--- config.mk ---
export PLATFORM = sky130hd
export DESIGN_NAME = pmc_power_mode_controller
export DESIGN_NICKNAME = d
export VERILOG_FILES = /design/src/pkg/pmc_pkg.sv /design/src/hdl/pmc_power_mode_controller.sv
export VERILOG_INCLUDE_DIRS = /design/src /design/src/pkg
export SDC_FILE = /design/constraint.sdc
export NUM_CORES = 1
export LEC_CHECK = 0
export ABC_CLOCK_PERIOD_IN_PS = 3000
export BUFFER_PORTS_ARGS = -buffer_cell sky130_fd_sc_hd__buf_2
export CORE_UTILIZATION = 51
export DETAILED_ROUTE_END_ITERATION = 6
export GPL_TIMING_DRIVEN = 0
export PLACE_DENSITY = 0.91
export SLEW_MARGIN = 20
export SYNTH_ARGS = -nofsm -noshare
export SYNTH_HDL_FRONTEND = slang
export SYNTH_SLANG_ARGS = --single-unit
--- constraint.sdc ---
create_clock -name pclk -period 3 [get_ports pclk]
set_clock_uncertainty 0.2 [all_clocks]
set_input_delay 0.3 -clock pclk [delete_from_list [all_inputs] [get_ports pclk]]
set_output_delay 0.3 -clock pclk [all_outputs]
set_load 0.01 [all_outputs]
--- src/pkg/pmc_regs.svh ---
`ifndef PMC_REGS_SVH
`define PMC_REGS_SVH

// ==========================================================
// Register indices (byte address is four times the index)
// ==========================================================
`define PMC_POWER_CONTROL_IDX 10'h087
`define PMC_CTRL_IDX 10'h088
`define PMC_STAT_IDX 10'h089
`define PMC_POWER_CONTROL_RST 8'h00
`define PMC_CTRL_RST 8'h00

// ==========================================================
// Power control fields
// ==========================================================
`define PMC_B_IDLE 0
`define PMC_B_PD 1
`define PMC_B_UF_LO 2
`define PMC_B_UF_HI 3
`define PMC_B_COLD 4
`define PMC_B_WTIME 5
`define PMC_B_FESEL 6
`define PMC_B_BAUD2 7

// ==========================================================
// Auxiliary control fields
// ==========================================================
`define PMC_B_ENA 0
`define PMC_B_ENB 1
`define PMC_B_TYPA 2
`define PMC_B_TYPB 3
`define PMC_B_WDI 4

// ==========================================================
// Start-up timing
// ==========================================================
`define PMC_CLK_MHZ 50
`define PMC_SUT_RC0_US 16
`define PMC_SUT_RC1_US 512
`define PMC_SUT_RC2_US 1024
`define PMC_SUT_RC3_US 4096
`define PMC_SUT_XT0_US 1024
`define PMC_SUT_XT1_US 2048
`define PMC_SUT_XT2_US 4096
`define PMC_SUT_XT3_US 16384
`define PMC_RST_PULSE_CYC 2'd2
`define PMC_TMR_W 20

`endif

--- src/pkg/pmc_pkg.sv ---
`default_nettype none
package pmc_pkg;
  typedef enum logic [2:0] {
    PMC_ST_RUN,
    PMC_ST_IDLE,
    PMC_ST_PD,
    PMC_ST_WAKE_T,
    PMC_ST_WAKE_E,
    PMC_ST_WAKE_R,
    PMC_ST_RST_HOLD,
    PMC_ST_RST_PULSE
  } pmc_state_t;
endpackage : pmc_pkg
`default_nettype wire

--- src/hdl/pmc_power_mode_controller.sv ---
`timescale 1ns/10ps
`default_nettype none
`include "pmc_regs.svh"

module pmc_power_mode_controller #(
  parameter int unsigned SUT_RC0 = `PMC_SUT_RC0_US * `PMC_CLK_MHZ,
  parameter int unsigned SUT_RC1 = `PMC_SUT_RC1_US * `PMC_CLK_MHZ,
  parameter int unsigned SUT_RC2 = `PMC_SUT_RC2_US * `PMC_CLK_MHZ,
  parameter int unsigned SUT_RC3 = `PMC_SUT_RC3_US * `PMC_CLK_MHZ,
  parameter int unsigned SUT_XT0 = `PMC_SUT_XT0_US * `PMC_CLK_MHZ,
  parameter int unsigned SUT_XT1 = `PMC_SUT_XT1_US * `PMC_CLK_MHZ,
  parameter int unsigned SUT_XT2 = `PMC_SUT_XT2_US * `PMC_CLK_MHZ,
  parameter int unsigned SUT_XT3 = `PMC_SUT_XT3_US * `PMC_CLK_MHZ
) (
  input wire logic pclk,
  input wire logic presetn,
  input wire logic psel,
  input wire logic penable,
  input wire logic pwrite,
  input wire logic [11:0] paddr,
  input wire logic [31:0] pwdata,
  output logic [31:0] prdata,
  output logic pready,
  output logic pslverr,
  input wire logic instr_done,
  input wire logic irq_pending,
  input wire logic warm_rst,
  input wire logic ext_irq_a,
  input wire logic ext_irq_b,
  input wire logic rst_pin,
  input wire logic [1:0] sut_fuse,
  input wire logic crystal_sel,
  input wire logic fe_event,
  input wire logic fe_clear,
  input wire logic serial_mode_bit,
  output logic serial_bit7,
  output logic baud_double_bit,
  output logic cpu_clk_en,
  output logic periph_clk_en,
  output logic wdt_run,
  output logic osc_en,
  output logic bod_en,
  output logic flash_pd,
  output logic cpu_rst,
  output logic wake_irq,
  output logic [1:0] wake_src,
  output var pmc_pkg::pmc_state_t mode_state
);
  import pmc_pkg::*;

  // ==========================================================
  // Declarations
  // ==========================================================
  localparam int TW = `PMC_TMR_W;
  pmc_state_t state_r;
  pmc_state_t state_nxt;
  logic [7:0] power_control_r;
  logic [7:0] ctrl_r;
  logic fe_flag_r;
  logic [TW-1:0] tmr_r;
  logic [1:0] pulse_r;
  logic rst_fell_r;
  logic [1:0] src_r;
  logic wake_irq_r;
  logic irq_a_q;
  logic irq_b_q;
  logic rst_q;
  logic wr_en;
  logic rd_en;
  logic hit_power_control;
  logic hit_ctrl;
  logic hit_stat;
  logic wake_a;
  logic wake_b;
  logic rst_rise;
  logic src_rise;
  logic [TW-1:0] sut_cyc;
  logic [2:0] sut_sel;

  // ==========================================================
  // Start-up timeout selection
  // ==========================================================
  assign sut_sel = {crystal_sel, sut_fuse};

  always_comb begin
    case (sut_sel)
      3'h0: sut_cyc = TW'(SUT_RC0);
      3'h1: sut_cyc = TW'(SUT_RC1);
      3'h2: sut_cyc = TW'(SUT_RC2);
      3'h3: sut_cyc = TW'(SUT_RC3);
      3'h4: sut_cyc = TW'(SUT_XT0);
      3'h5: sut_cyc = TW'(SUT_XT1);
      3'h6: sut_cyc = TW'(SUT_XT2);
      default: sut_cyc = TW'(SUT_XT3);
    endcase
  end

  // ==========================================================
  // APB slave, zero wait states
  // ==========================================================
  assign pready = 1'b1;
  assign wr_en = psel && penable && pwrite;
  assign rd_en = psel && penable && !pwrite;

  always_comb begin
    hit_power_control = 1'b0;
    hit_ctrl = 1'b0;
    hit_stat = 1'b0;
    if (paddr[1:0] != 2'h0) begin
      hit_power_control = 1'b0;
    end else if (paddr[11:2] == `PMC_POWER_CONTROL_IDX) begin
      hit_power_control = 1'b1;
    end else if (paddr[11:2] == `PMC_CTRL_IDX) begin
      hit_ctrl = 1'b1;
    end else if (paddr[11:2] == `PMC_STAT_IDX) begin
      hit_stat = 1'b1;
    end
  end

  assign pslverr = psel && penable && !(hit_power_control || hit_ctrl ||
                   (hit_stat && !pwrite));

  always_comb begin
    prdata = 32'h0000_0000;
    if (hit_power_control) begin
      prdata[7:0] = power_control_r;
    end else if (hit_ctrl) begin
      prdata[7:0] = ctrl_r;
    end else if (hit_stat) begin
      prdata[2:0] = state_r;
      prdata[4:3] = src_r;
      prdata[7] = fe_flag_r;
    end
  end

  // ==========================================================
  // Pin edge detection
  // ==========================================================
  always_ff @(posedge pclk or negedge presetn) begin
    if (!presetn) begin
      irq_a_q <= 1'b1;
      irq_b_q <= 1'b1;
      rst_q <= 1'b0;
    end else begin
      irq_a_q <= ext_irq_a;
      irq_b_q <= ext_irq_b;
      rst_q <= rst_pin;
    end
  end

  assign wake_a = irq_a_q && !ext_irq_a && ctrl_r[`PMC_B_ENA] &&
                  !ctrl_r[`PMC_B_TYPA];
  assign wake_b = irq_b_q && !ext_irq_b && ctrl_r[`PMC_B_ENB] &&
                  !ctrl_r[`PMC_B_TYPB];
  assign rst_rise = rst_pin && !rst_q;
  assign src_rise = src_r[0] ? (ext_irq_a && !irq_a_q) :
                    (ext_irq_b && !irq_b_q);

  // ==========================================================
  // Mode sequencer
  // ==========================================================
  always_comb begin
    state_nxt = state_r;
    case (state_r)
      PMC_ST_RUN: begin
        if (instr_done && power_control_r[`PMC_B_PD]) begin
          state_nxt = PMC_ST_PD;
        end else if (instr_done && power_control_r[`PMC_B_IDLE]) begin
          state_nxt = PMC_ST_IDLE;
        end
      end
      PMC_ST_IDLE: begin
        if (irq_pending) begin
          state_nxt = PMC_ST_RUN;
        end
      end
      PMC_ST_PD: begin
        // reset pin takes precedence over interrupts
        if (rst_rise) begin
          state_nxt = PMC_ST_WAKE_R;
        end else if (wake_a || wake_b) begin
          if (power_control_r[`PMC_B_WTIME]) begin
            state_nxt = PMC_ST_WAKE_T;
          end else begin
            state_nxt = PMC_ST_WAKE_E;
          end
        end
      end
      PMC_ST_WAKE_T: begin
        if (tmr_r <= TW'(1)) begin
          state_nxt = PMC_ST_RUN;
        end
      end
      PMC_ST_WAKE_E: begin
        if (src_rise) begin
          state_nxt = PMC_ST_RUN;
        end
      end
      PMC_ST_WAKE_R: begin
        // choose pulse or hold at timeout
        if (tmr_r <= TW'(1)) begin
          if (rst_fell_r || !rst_pin) begin
            state_nxt = PMC_ST_RST_PULSE;
          end else begin
            state_nxt = PMC_ST_RST_HOLD;
          end
        end
      end
      PMC_ST_RST_HOLD: begin
        if (!rst_pin) begin
          state_nxt = PMC_ST_RUN;
        end
      end
      PMC_ST_RST_PULSE: begin
        if (pulse_r == 2'd1) begin
          state_nxt = PMC_ST_RUN;
        end
      end
      default: state_nxt = PMC_ST_RUN;
    endcase
  end

  always_ff @(posedge pclk or negedge presetn) begin
    if (!presetn) begin
      state_r <= PMC_ST_RUN;
    end else if (warm_rst) begin
      state_r <= PMC_ST_RUN;
    end else begin
      state_r <= state_nxt;
    end
  end

  // wake timer loaded on entry, counts down
  always_ff @(posedge pclk or negedge presetn) begin
    if (!presetn) begin
      tmr_r <= '0;
    end else if (state_r == PMC_ST_PD) begin
      tmr_r <= sut_cyc;
    end else if (tmr_r != '0) begin
      tmr_r <= tmr_r - TW'(1);
    end
  end

  // remember an early fall of the reset pin
  always_ff @(posedge pclk or negedge presetn) begin
    if (!presetn) begin
      rst_fell_r <= 1'b0;
    end else if (state_r != PMC_ST_WAKE_R) begin
      rst_fell_r <= 1'b0;
    end else if (!rst_pin) begin
      rst_fell_r <= 1'b1;
    end
  end

  always_ff @(posedge pclk or negedge presetn) begin
    if (!presetn) begin
      pulse_r <= 2'd0;
    end else if (state_nxt == PMC_ST_RST_PULSE &&
                 state_r != PMC_ST_RST_PULSE) begin
      pulse_r <= `PMC_RST_PULSE_CYC;
    end else if (pulse_r != 2'd0) begin
      pulse_r <= pulse_r - 2'd1;
    end
  end

  // Source of the power-down wake, bit 0 for pin a and bit 1 for pin b.
  always_ff @(posedge pclk or negedge presetn) begin
    if (!presetn) begin
      src_r <= 2'd0;
    end else if (state_r == PMC_ST_PD && !rst_rise) begin
      if (wake_a) begin
        src_r <= 2'd1;
      end else if (wake_b) begin
        src_r <= 2'd2;
      end
    end
  end

  // interrupt is serviced as soon as the CPU clock returns
  always_ff @(posedge pclk or negedge presetn) begin
    if (!presetn) begin
      wake_irq_r <= 1'b0;
    end else begin
      wake_irq_r <= (state_r == PMC_ST_WAKE_T ||
                     state_r == PMC_ST_WAKE_E) &&
                    state_nxt == PMC_ST_RUN && !warm_rst;
    end
  end

  // ==========================================================
  // Power control register
  // ==========================================================
  // cold flag is one after power-up; warm reset spares it
  always_ff @(posedge pclk or negedge presetn) begin
    if (!presetn) begin
      power_control_r <= `PMC_POWER_CONTROL_RST | (8'h01 << `PMC_B_COLD);
    end else if (warm_rst) begin
      power_control_r <= `PMC_POWER_CONTROL_RST | (power_control_r & (8'h01 << `PMC_B_COLD));
    end else if (wr_en && hit_power_control) begin
      power_control_r <= pwdata[7:0];
    end else begin
      if (state_r == PMC_ST_IDLE && state_nxt == PMC_ST_RUN) begin
        power_control_r[`PMC_B_IDLE] <= 1'b0;
      end
      if (state_r != PMC_ST_RUN && state_r != PMC_ST_IDLE &&
          state_r != PMC_ST_PD && state_nxt == PMC_ST_RUN) begin
        power_control_r[`PMC_B_PD] <= 1'b0;
        power_control_r[`PMC_B_IDLE] <= 1'b0;
      end
    end
  end

  always_ff @(posedge pclk or negedge presetn) begin
    if (!presetn) begin
      ctrl_r <= `PMC_CTRL_RST;
    end else if (wr_en && hit_ctrl) begin
      ctrl_r <= pwdata[7:0] & 8'h1F;
    end
  end

  // framing flag sets whatever the select bit holds
  always_ff @(posedge pclk or negedge presetn) begin
    if (!presetn) begin
      fe_flag_r <= 1'b0;
    end else if (fe_event) begin
      fe_flag_r <= 1'b1;
    end else if (fe_clear) begin
      fe_flag_r <= 1'b0;
    end
  end

  // ==========================================================
  // Outputs
  // ==========================================================
  // serial control bit 7 view
  assign serial_bit7 = power_control_r[`PMC_B_FESEL] ? fe_flag_r :
                       serial_mode_bit;
  // baud doubler to the serial port
  assign baud_double_bit = power_control_r[`PMC_B_BAUD2];

  // CPU clock halted; core state stays in its own flops
  // the program counter is reset only by cpu_rst on a reset wake, so otherwise execution resumes
  // after the sleep instruction once the handler returns.
  assign cpu_clk_en = state_r == PMC_ST_RUN ||
                      state_r == PMC_ST_RST_HOLD ||
                      state_r == PMC_ST_RST_PULSE;
  // oscillator, detector and flash off in power-down
  assign osc_en = state_r != PMC_ST_PD;
  // detector follows the oscillator, so it stays on in idle
  assign bod_en = state_r != PMC_ST_PD;
  assign flash_pd = state_r == PMC_ST_PD;
  // peripherals keep their clock only in run and idle
  assign periph_clk_en = state_r == PMC_ST_RUN ||
                         state_r == PMC_ST_IDLE;
  // watchdog in idle follows its control bit
  assign wdt_run = state_r == PMC_ST_RUN ||
                   (state_r == PMC_ST_IDLE && ctrl_r[`PMC_B_WDI]);
  assign cpu_rst = state_r == PMC_ST_RST_HOLD ||
                   state_r == PMC_ST_RST_PULSE;
  assign wake_irq = wake_irq_r;
  assign wake_src = src_r;
  assign mode_state = state_r;

  // ==========================================================
  // Assertions
  // ==========================================================
  a_pd_power_off: assert property (@(posedge pclk) disable iff (!presetn)
    state_r == PMC_ST_PD |-> !osc_en && !bod_en && flash_pd)
    else $error("power-down left a domain running");

  a_idle_gate: assert property (@(posedge pclk) disable iff (!presetn)
    state_r == PMC_ST_IDLE |-> !cpu_clk_en && bod_en && periph_clk_en)
    else $error("idle clocking wrong");

  a_wdt_idle: assert property (@(posedge pclk) disable iff (!presetn)
    state_r == PMC_ST_IDLE |-> wdt_run == ctrl_r[`PMC_B_WDI])
    else $error("watchdog ignores idle control");

  a_idle_wake: assert property (@(posedge pclk) disable iff (!presetn)
    state_r == PMC_ST_IDLE && irq_pending && !warm_rst && !wr_en
    |=> state_r == PMC_ST_RUN && !power_control_r[`PMC_B_IDLE])
    else $error("idle wake failed");

  a_enter_pd: assert property (@(posedge pclk) disable iff (!presetn)
    state_r == PMC_ST_RUN && instr_done && power_control_r[`PMC_B_PD] &&
    !warm_rst |=> state_r == PMC_ST_PD)
    else $error("power-down not entered");

  a_timed_wake: assert property (@(posedge pclk) disable iff (!presetn)
    state_r == PMC_ST_PD && !rst_rise && (wake_a || wake_b) &&
    power_control_r[`PMC_B_WTIME] && !warm_rst
    |=> state_r == PMC_ST_WAKE_T && !cpu_clk_en && osc_en)
    else $error("timed wake not started");

  a_ext_wake: assert property (@(posedge pclk) disable iff (!presetn)
    state_r == PMC_ST_WAKE_E && !src_rise |=> state_r != PMC_ST_RUN ||
    $past(warm_rst))
    else $error("clock released before pin rose");

  a_rst_pulse: assert property (@(posedge pclk) disable iff (!presetn)
    state_r != PMC_ST_RST_PULSE ##1 state_r == PMC_ST_RST_PULSE &&
    !warm_rst |-> cpu_rst ##1 cpu_rst ##1 !cpu_rst || warm_rst)
    else $error("internal reset pulse not two cycles");

  a_cold_keep: assert property (@(posedge pclk) disable iff (!presetn)
    warm_rst |=> power_control_r[`PMC_B_COLD] == $past(power_control_r[`PMC_B_COLD]))
    else $error("warm reset changed cold flag");

  a_fe_set: assert property (@(posedge pclk) disable iff (!presetn)
    fe_event |=> fe_flag_r)
    else $error("framing flag not set");

endmodule : pmc_power_mode_controller
`default_nettype wire

**Yosys cells after proc, flatten, opt, wreduce, memory -nomap -nowiden**

Index checks and enable logic that the tools add are counted.
W data, S select, Z words.

- Bits of input ports: 61
- Flip-flop bits (word level): 46
- Word-level logic and storage cells: 154
- Output and inout bits: 49

- Equal/unequal tests: 23
- Reduce and logical (&&, ||, !) cells: 66
- Bitwise operators: 1
- Add/sub/neg operators: 2
- $lt $le $gt $ge: 1
- Multiplexer cells: 46

Operators by type and width:

| operator | number |
|---|---|
| $pmux W20 S5 | 1 |
| $mux W20 | 2 |
| $mux W3 | 12 |
| $eq A10 B8 Y1 const B | 3 |
| $logic_and A1 B1 Y1 | 26 |
| $eq A3 B3 Y1 const B | 8 |
| $pmux W3 S8 | 1 |
| $le A20 B1 Y1 const B | 1 |
| $reduce_bool A20 Y1 | 1 |
| $sub A20 B1 Y20 const B | 1 |
| $mux W1 | 19 |
| $mux W8 | 2 |
| $reduce_bool A2 Y1 | 7 |
| $eq A3 B2 Y1 const B | 4 |
| $logic_not A1 Y1 | 12 |
| $mux W2 | 6 |
| $logic_or A1 B1 Y1 | 10 |
| $mux W5 | 2 |
| $logic_not A3 Y1 | 3 |
| $eq A3 B1 Y1 const B | 2 |
| $mux W6 | 1 |
| $ne A3 B3 Y1 const B | 2 |
| $reduce_bool A3 Y1 | 2 |
| $reduce_and A2 Y1 | 2 |
| other kinds (8) | 9 |

**Logic depth before layout (Yosys ltp)**

- Depth after elaboration: 14
- Depth in mapped cells: 9
- Depth with buffers taken out: 8

**Worst setup path after synthesis**

No wires, ideal clock.

- Kind: register -> register
- From: register tmr_r[14]
- To: register tmr_r[19]
- Stages on the path, launching flop included: 8
- Buffers on the path: 1
- Data arrival time: 2.277 ns
- Clock period less this slack: 2.621 ns
- Slack: 0.379 ns
- Setup time: 0.144 ns
- Data required time: 2.656 ns
- Path through: dfrtp_1 -> or4_4 -> or4b_1 -> nor4_2 -> buf_4 -> nor4_4 -> a211oi_2 -> a311oi_2

- Word-level cells in the longest chain between the ends: 3
- Elaborated cells on any way between the ends: 5
- Classes of those cells: add/sub (1); mux (2); reduce/logical (2)

Ends and longest elaborated chain:

| what | RTL line | text |
|---|---|---|
| from (decl) | pmc_power_mode_controller.sv:60 | `logic [TW-1:0] tmr_r;` |
| from (signal assigned) | pmc_power_mode_controller.sv:238 | `tmr_r <= sut_cyc;` |
| from (signal assigned) | pmc_power_mode_controller.sv:240 | `tmr_r <= tmr_r - TW'(1);` |
| $sub A20 B1 Y20 | pmc_power_mode_controller.sv:240 |  |
| $mux W20 | pmc_power_mode_controller.sv:239 | `end else if (tmr_r != '0) begin` |
| $mux W20 | pmc_power_mode_controller.sv:237 | `end else if (state_r == PMC_ST_PD) begin` |

Parallel ways exist; a longest one is shown, timed or not. The select of a mux whose other input is x is not followed.
A chain may end at the register's enable or synchronous reset.

**Worst setup path in the final report**

- From: input port paddr[11]
- To: output port prdata[0]

- Word-level cells in the longest chain between the ends: 8
- Elaborated cells on any way between the ends: 15
- Classes of those cells: eq/ne (3); mux (12)

Ends and longest elaborated chain:

| what | RTL line | text |
|---|---|---|
| from (decl) | pmc_power_mode_controller.sv:20 | `input wire logic [11:0] paddr,` |
| $eq A10 B8 Y1 (no line) | -- |  |
| $mux W1 | pmc_power_mode_controller.sv:115 | `` end else if (paddr[11:2] == `PMC_STAT_IDX) begin `` |
| $mux W1 | pmc_power_mode_controller.sv:113 | `` end else if (paddr[11:2] == `PMC_CTRL_IDX) begin `` |
| $mux W1 | pmc_power_mode_controller.sv:111 | `` end else if (paddr[11:2] == `PMC_POWER_CONTROL_IDX) begin `` |
| $mux W1 | pmc_power_mode_controller.sv:109 | `if (paddr[1:0] != 2'h0) begin` |
| $mux W5 | pmc_power_mode_controller.sv:129 | `end else if (hit_stat) begin` |
| $mux W5 | pmc_power_mode_controller.sv:127 | `end else if (hit_ctrl) begin` |
| $mux W8 (*) | pmc_power_mode_controller.sv:125 | `if (hit_power_control) begin` |
| to (decl) | pmc_power_mode_controller.sv:22 | `output logic [31:0] prdata,` |

Mark *: on every way between the ends. The rest lies on a longest branch, timed or not.

==> impl_metrics.py <==
metrics = {
    "timing": {
        "period_minus_slack_ns": 2.92,
        "finalHoldViolations": 0,
        "slew_viol_final": 0,
        "max_freq_ghz": 0.342,
        "rsz0062_at_grt": "false",
        "worstMarginPinSlew_ns": 0.631,
        "holdWs_ns": 0.0475,
        "tns_ns": 0,
        "finalCritPeriodShare": 0.974,
        "setup_viol": 0,
        "max_slew_margin": 0.577,
        "setup_ws_ns": 0.0793,
    },
    "global_route": {
        "antenna_found_initial": 0,
        "grt_first_pass_wirelength_um": 12000,
        "grt_pass1_vias": 2574,
        "grt_overflow": 0,
        "grt_max_degree": 47,
        "gr-usage-all-layers": 0.241,
    },
    "floorplan": {
        "die_w_um": 80.3,
        "core_mm2": 0.00592,
        "top_level_ports": 110,
        "initial_core_util": 0.528,
        "die_area_mm2": 0.00645,
        "die_y_um": 80.3,
        "rows": 28,
    },
    "pwr": {
        "intPower_mw": 1.18,
        "fin_total_pwr_mw": 1.79,
        "p_clk_frac": 0.221,
        "sw_frac_of_total": 0.341,
        "pwr-share-seq": 0.507,
        "power.switching_mw": 0.609,
        "ir_drop_mv": 0.391,
        "cellLeakagePower_nw": 1.83,
        "pwr-share-comb": 0.271,
        "power.density_mw_per_mm2": 475,
    },
    "route": {
        "routedWlPerCell_um": 14.6,
        "vias": 2824,
        "drt_iter0_drc": 289,
        "drcViolationCount": 0,
        "drt-pass1-iter-count": 6,
        "drt-vias-per-instance": 5.59,
        "antenna_left": 0,
        "wl_um": 7370,
    },
    "clock_network": {
        "postCtsSetupBuffers": 0,
        "cts.sinks": 46,
        "numCtsBuffers": 5,
        "clockBufferDepth": 2,
        "clkSlewWorstSetupHoldPaths_ns": 0.08,
        "htree_num_levels": 2,
        "cts_root_buf": "clkbuf_8",
        "cts_tree": "built",
        "clock_latency_ns": 0.30,
    },
    "worst_setup_path": {
        "cp_num_buf_inv": 3,
        "cpPeakStageDelay_ns": 0.59,
        "worstSetupPathType": "in2out",
        "critPathSlowestCell": "or4_1",
        "crit_chain": "buf_2, or4_1, or4_1, nor2_1, a222oi_1, inv_1, buf_2",
        "rrSetupSlack_ns": 0.16,
        "setup.worst_path.start_class": "input port",
        "cp_data_required_time_ns": 2.50,
        "arrival_ns": 2.42,
        "cpLargestDelayFamily": "simple AND/OR/NAND/NOR gates",
        "r2r_end": "tmr_r[19]$_DFFE_PN0P_",
        "rr_startpoint": "tmr_r[14]$_DFFE_PN0P_",
        "end_kind": "output pin",
        "r2r_cells": 7,
        "critPathMaxFanout": 7,
    },
    "cells_and_area": {
        "drive_gt1_frac": 0.302,
        "synthToLayoutAreaGrowth_pct": 20.2,
        "nFillCells": 489,
        "nNetsFinal": 495,
        "diodes": 0,
    },
    "run_status": {
        "status": "finished clean",
    },
    "placed_design": {
        "portBuffers": 59,
        "dp.final_hpwl_um": 5500,
        "place.gp.congestion": 0.898,
        "pre_cts_ws_ns": 0.101,
    },
    "logic_synthesis": {
        "synth_area_mm2": 0.00313,
        "async_flop_share": 1.00,
        "ys_seq_area_frac": 0.369,
        "synth-edff-count": 0,
        "synth_cells": 335,
        "yosys_warnings": 0,
        "synth.avg_cell_area_um2": 9.34,
        "ys_ff_latch": 46,
        "synth_top_flop_cell": "dfrtp_1",
        "synth_cell_types": 71,
    },
    "hold_path": {
        "hold_start": "pwdata[4]",
        "min_to": "ctrl_r[4]$_DFFE_PN0P_",
        "holdPathStages": 3,
        "hold_path_class": "in2reg",
    },
    "run": {
        "maxCapViolCount": 0,
    },
}
## sequential cells by signal, summed over array words and instances, names as in the netlist
register and count:
irq_b_q 1, pulse_r 2, wake_irq 1, irq_a_q 1, wake_src 2, ctrl_r 5, tmr_r 20, fe_flag_r 1
rst_q 1, mode_state 3, rst_fell_r 1, power_control_r 8
## power groups by stage
stage	clock [mW]	sequential, mW	combinational (mW)
after floorplan	0	0.876	0.368
after detailed placement	0	0.915	0.471
after global placement	0	0.900	0.445
final	0.396	0.907	0.485
after global routing	0.424	0.928	0.551
after CTS	0.403	0.902	0.481
## per-layer routing
| metal | part of all wire | track usage |
|---|---|---|
| met1 | 0.41 | 0.288 |
| met2 | 0.51 | 0.436 |
| met3 | 0.061 | 0.0466 |
| met4 | 0.014 | 0.0732 |
| met5 | 0 | 0 |
## through the flow
step | util | instance area (um2) | cells
6_report | 0.635 | 3760 | 505
5_1_grt | 0.635 | 3760 | 505
4_1_cts | 0.633 | 3740 | 505
3_5_place_dp | 0.609 | 3600 | 492
3_3_place_gp | 0.609 | 3600 | 492
2_1_floorplan | - | 3210 | 358
## worst min-delay path, cell delays in order
cell and delay (ns):
buf_2 0.09, nand2_1 0.05, o21ai_0 0.07
## logic make-up after synthesis
kind of cell / after synthesis / synth area share
flip-flops: 46 / 0.369
buffers and inverters: 62 / 0.116
AO/OA/AOI/OAI: 67 / 0.159
other: 2 / 0.00240
adder cells (fa/ha/maj): 5 / 0.0200
XOR/XNOR: 17 / 0.0476
AND/OR/NAND/NOR: 122 / 0.238
multiplexers: 14 / 0.0472
## cell usage in the layout, fill, tap and decap left out, drive strengths merged, types with 5 or more instances in the layout
master and n:
mux2i 8, a21oi 17, nand2 22, nor4 6, mux2 6, a222oi 5
xnor2 10, dlygate4sd3 5, or4 10, ha 5, buf 88, xor2 7
nand2b 6, nor2 31, a31oi 7, clkbuf 17, conb 25, o21ai 7
or3 9, inv 22, and2 7, nor3 7, dfrtp 43
## worst max-delay path by stage
| stage | start | endpoint | cells after the start |
|---|---|---|---|
| floorplan | tmr_r[14]$_DFFE_PN0P_ | tmr_r[19]$_DFFE_PN0P_ | 7 |
| global placement | paddr[11] | prdata[3] | 7 |
| detailed placement | paddr[11] | prdata[3] | 7 |
| CTS | paddr[11] | prdata[3] | 7 |
| global route | paddr[11] | prdata[0] | 7 |
| finish | paddr[11] | prdata[0] | 7 |
## layout make-up
class | count | area, um2 | share of cell area
multi-input cells | 250 | 1700 | 0.453
plain buffers | 40 | 285 | 0.0759
clock inverters | 1 | 5.00 | 0.00133
clock buffers | 7 | 86.3 | 0.0230
well taps | 75 | 93.8 | 0.0250
repair buffers | 64 | 348 | 0.0925
inverters | 22 | 82.6 | 0.0220
flip-flops and latches | 46 | 1150 | 0.307
## cells in the mapped netlist (4+ instances only)
cell type,count,area share
xnor2_1,10,0.028
and2_1,5,0.010
xor2_1,7,0.020
buf_4,27,0.065
inv_1,22,0.026
mux2i_1,8,0.026
clkbuf_1,9,0.011
a21oi_1,17,0.027
dfrtp_1,43,0.34
a31oi_1,6,0.012
o21ai_0,5,0.0080
ha_1,5,0.020
nor4_1,4,0.0080
or4_1,7,0.017
nand2_1,22,0.026
mux2_2,6,0.022
nor2_1,31,0.037
a222oi_1,5,0.016
or3_1,6,0.012
nor3_1,4,0.0064
nand2b_1,6,0.012
## timing repair
item | CTS | global route
setup endpoints to repair | 0 | 2
hold buffers | 5 | 0
endpoints found under the hold margin | 7 | 0
resized for setup | 0 | 2
(Power assumes the default switching activity.)
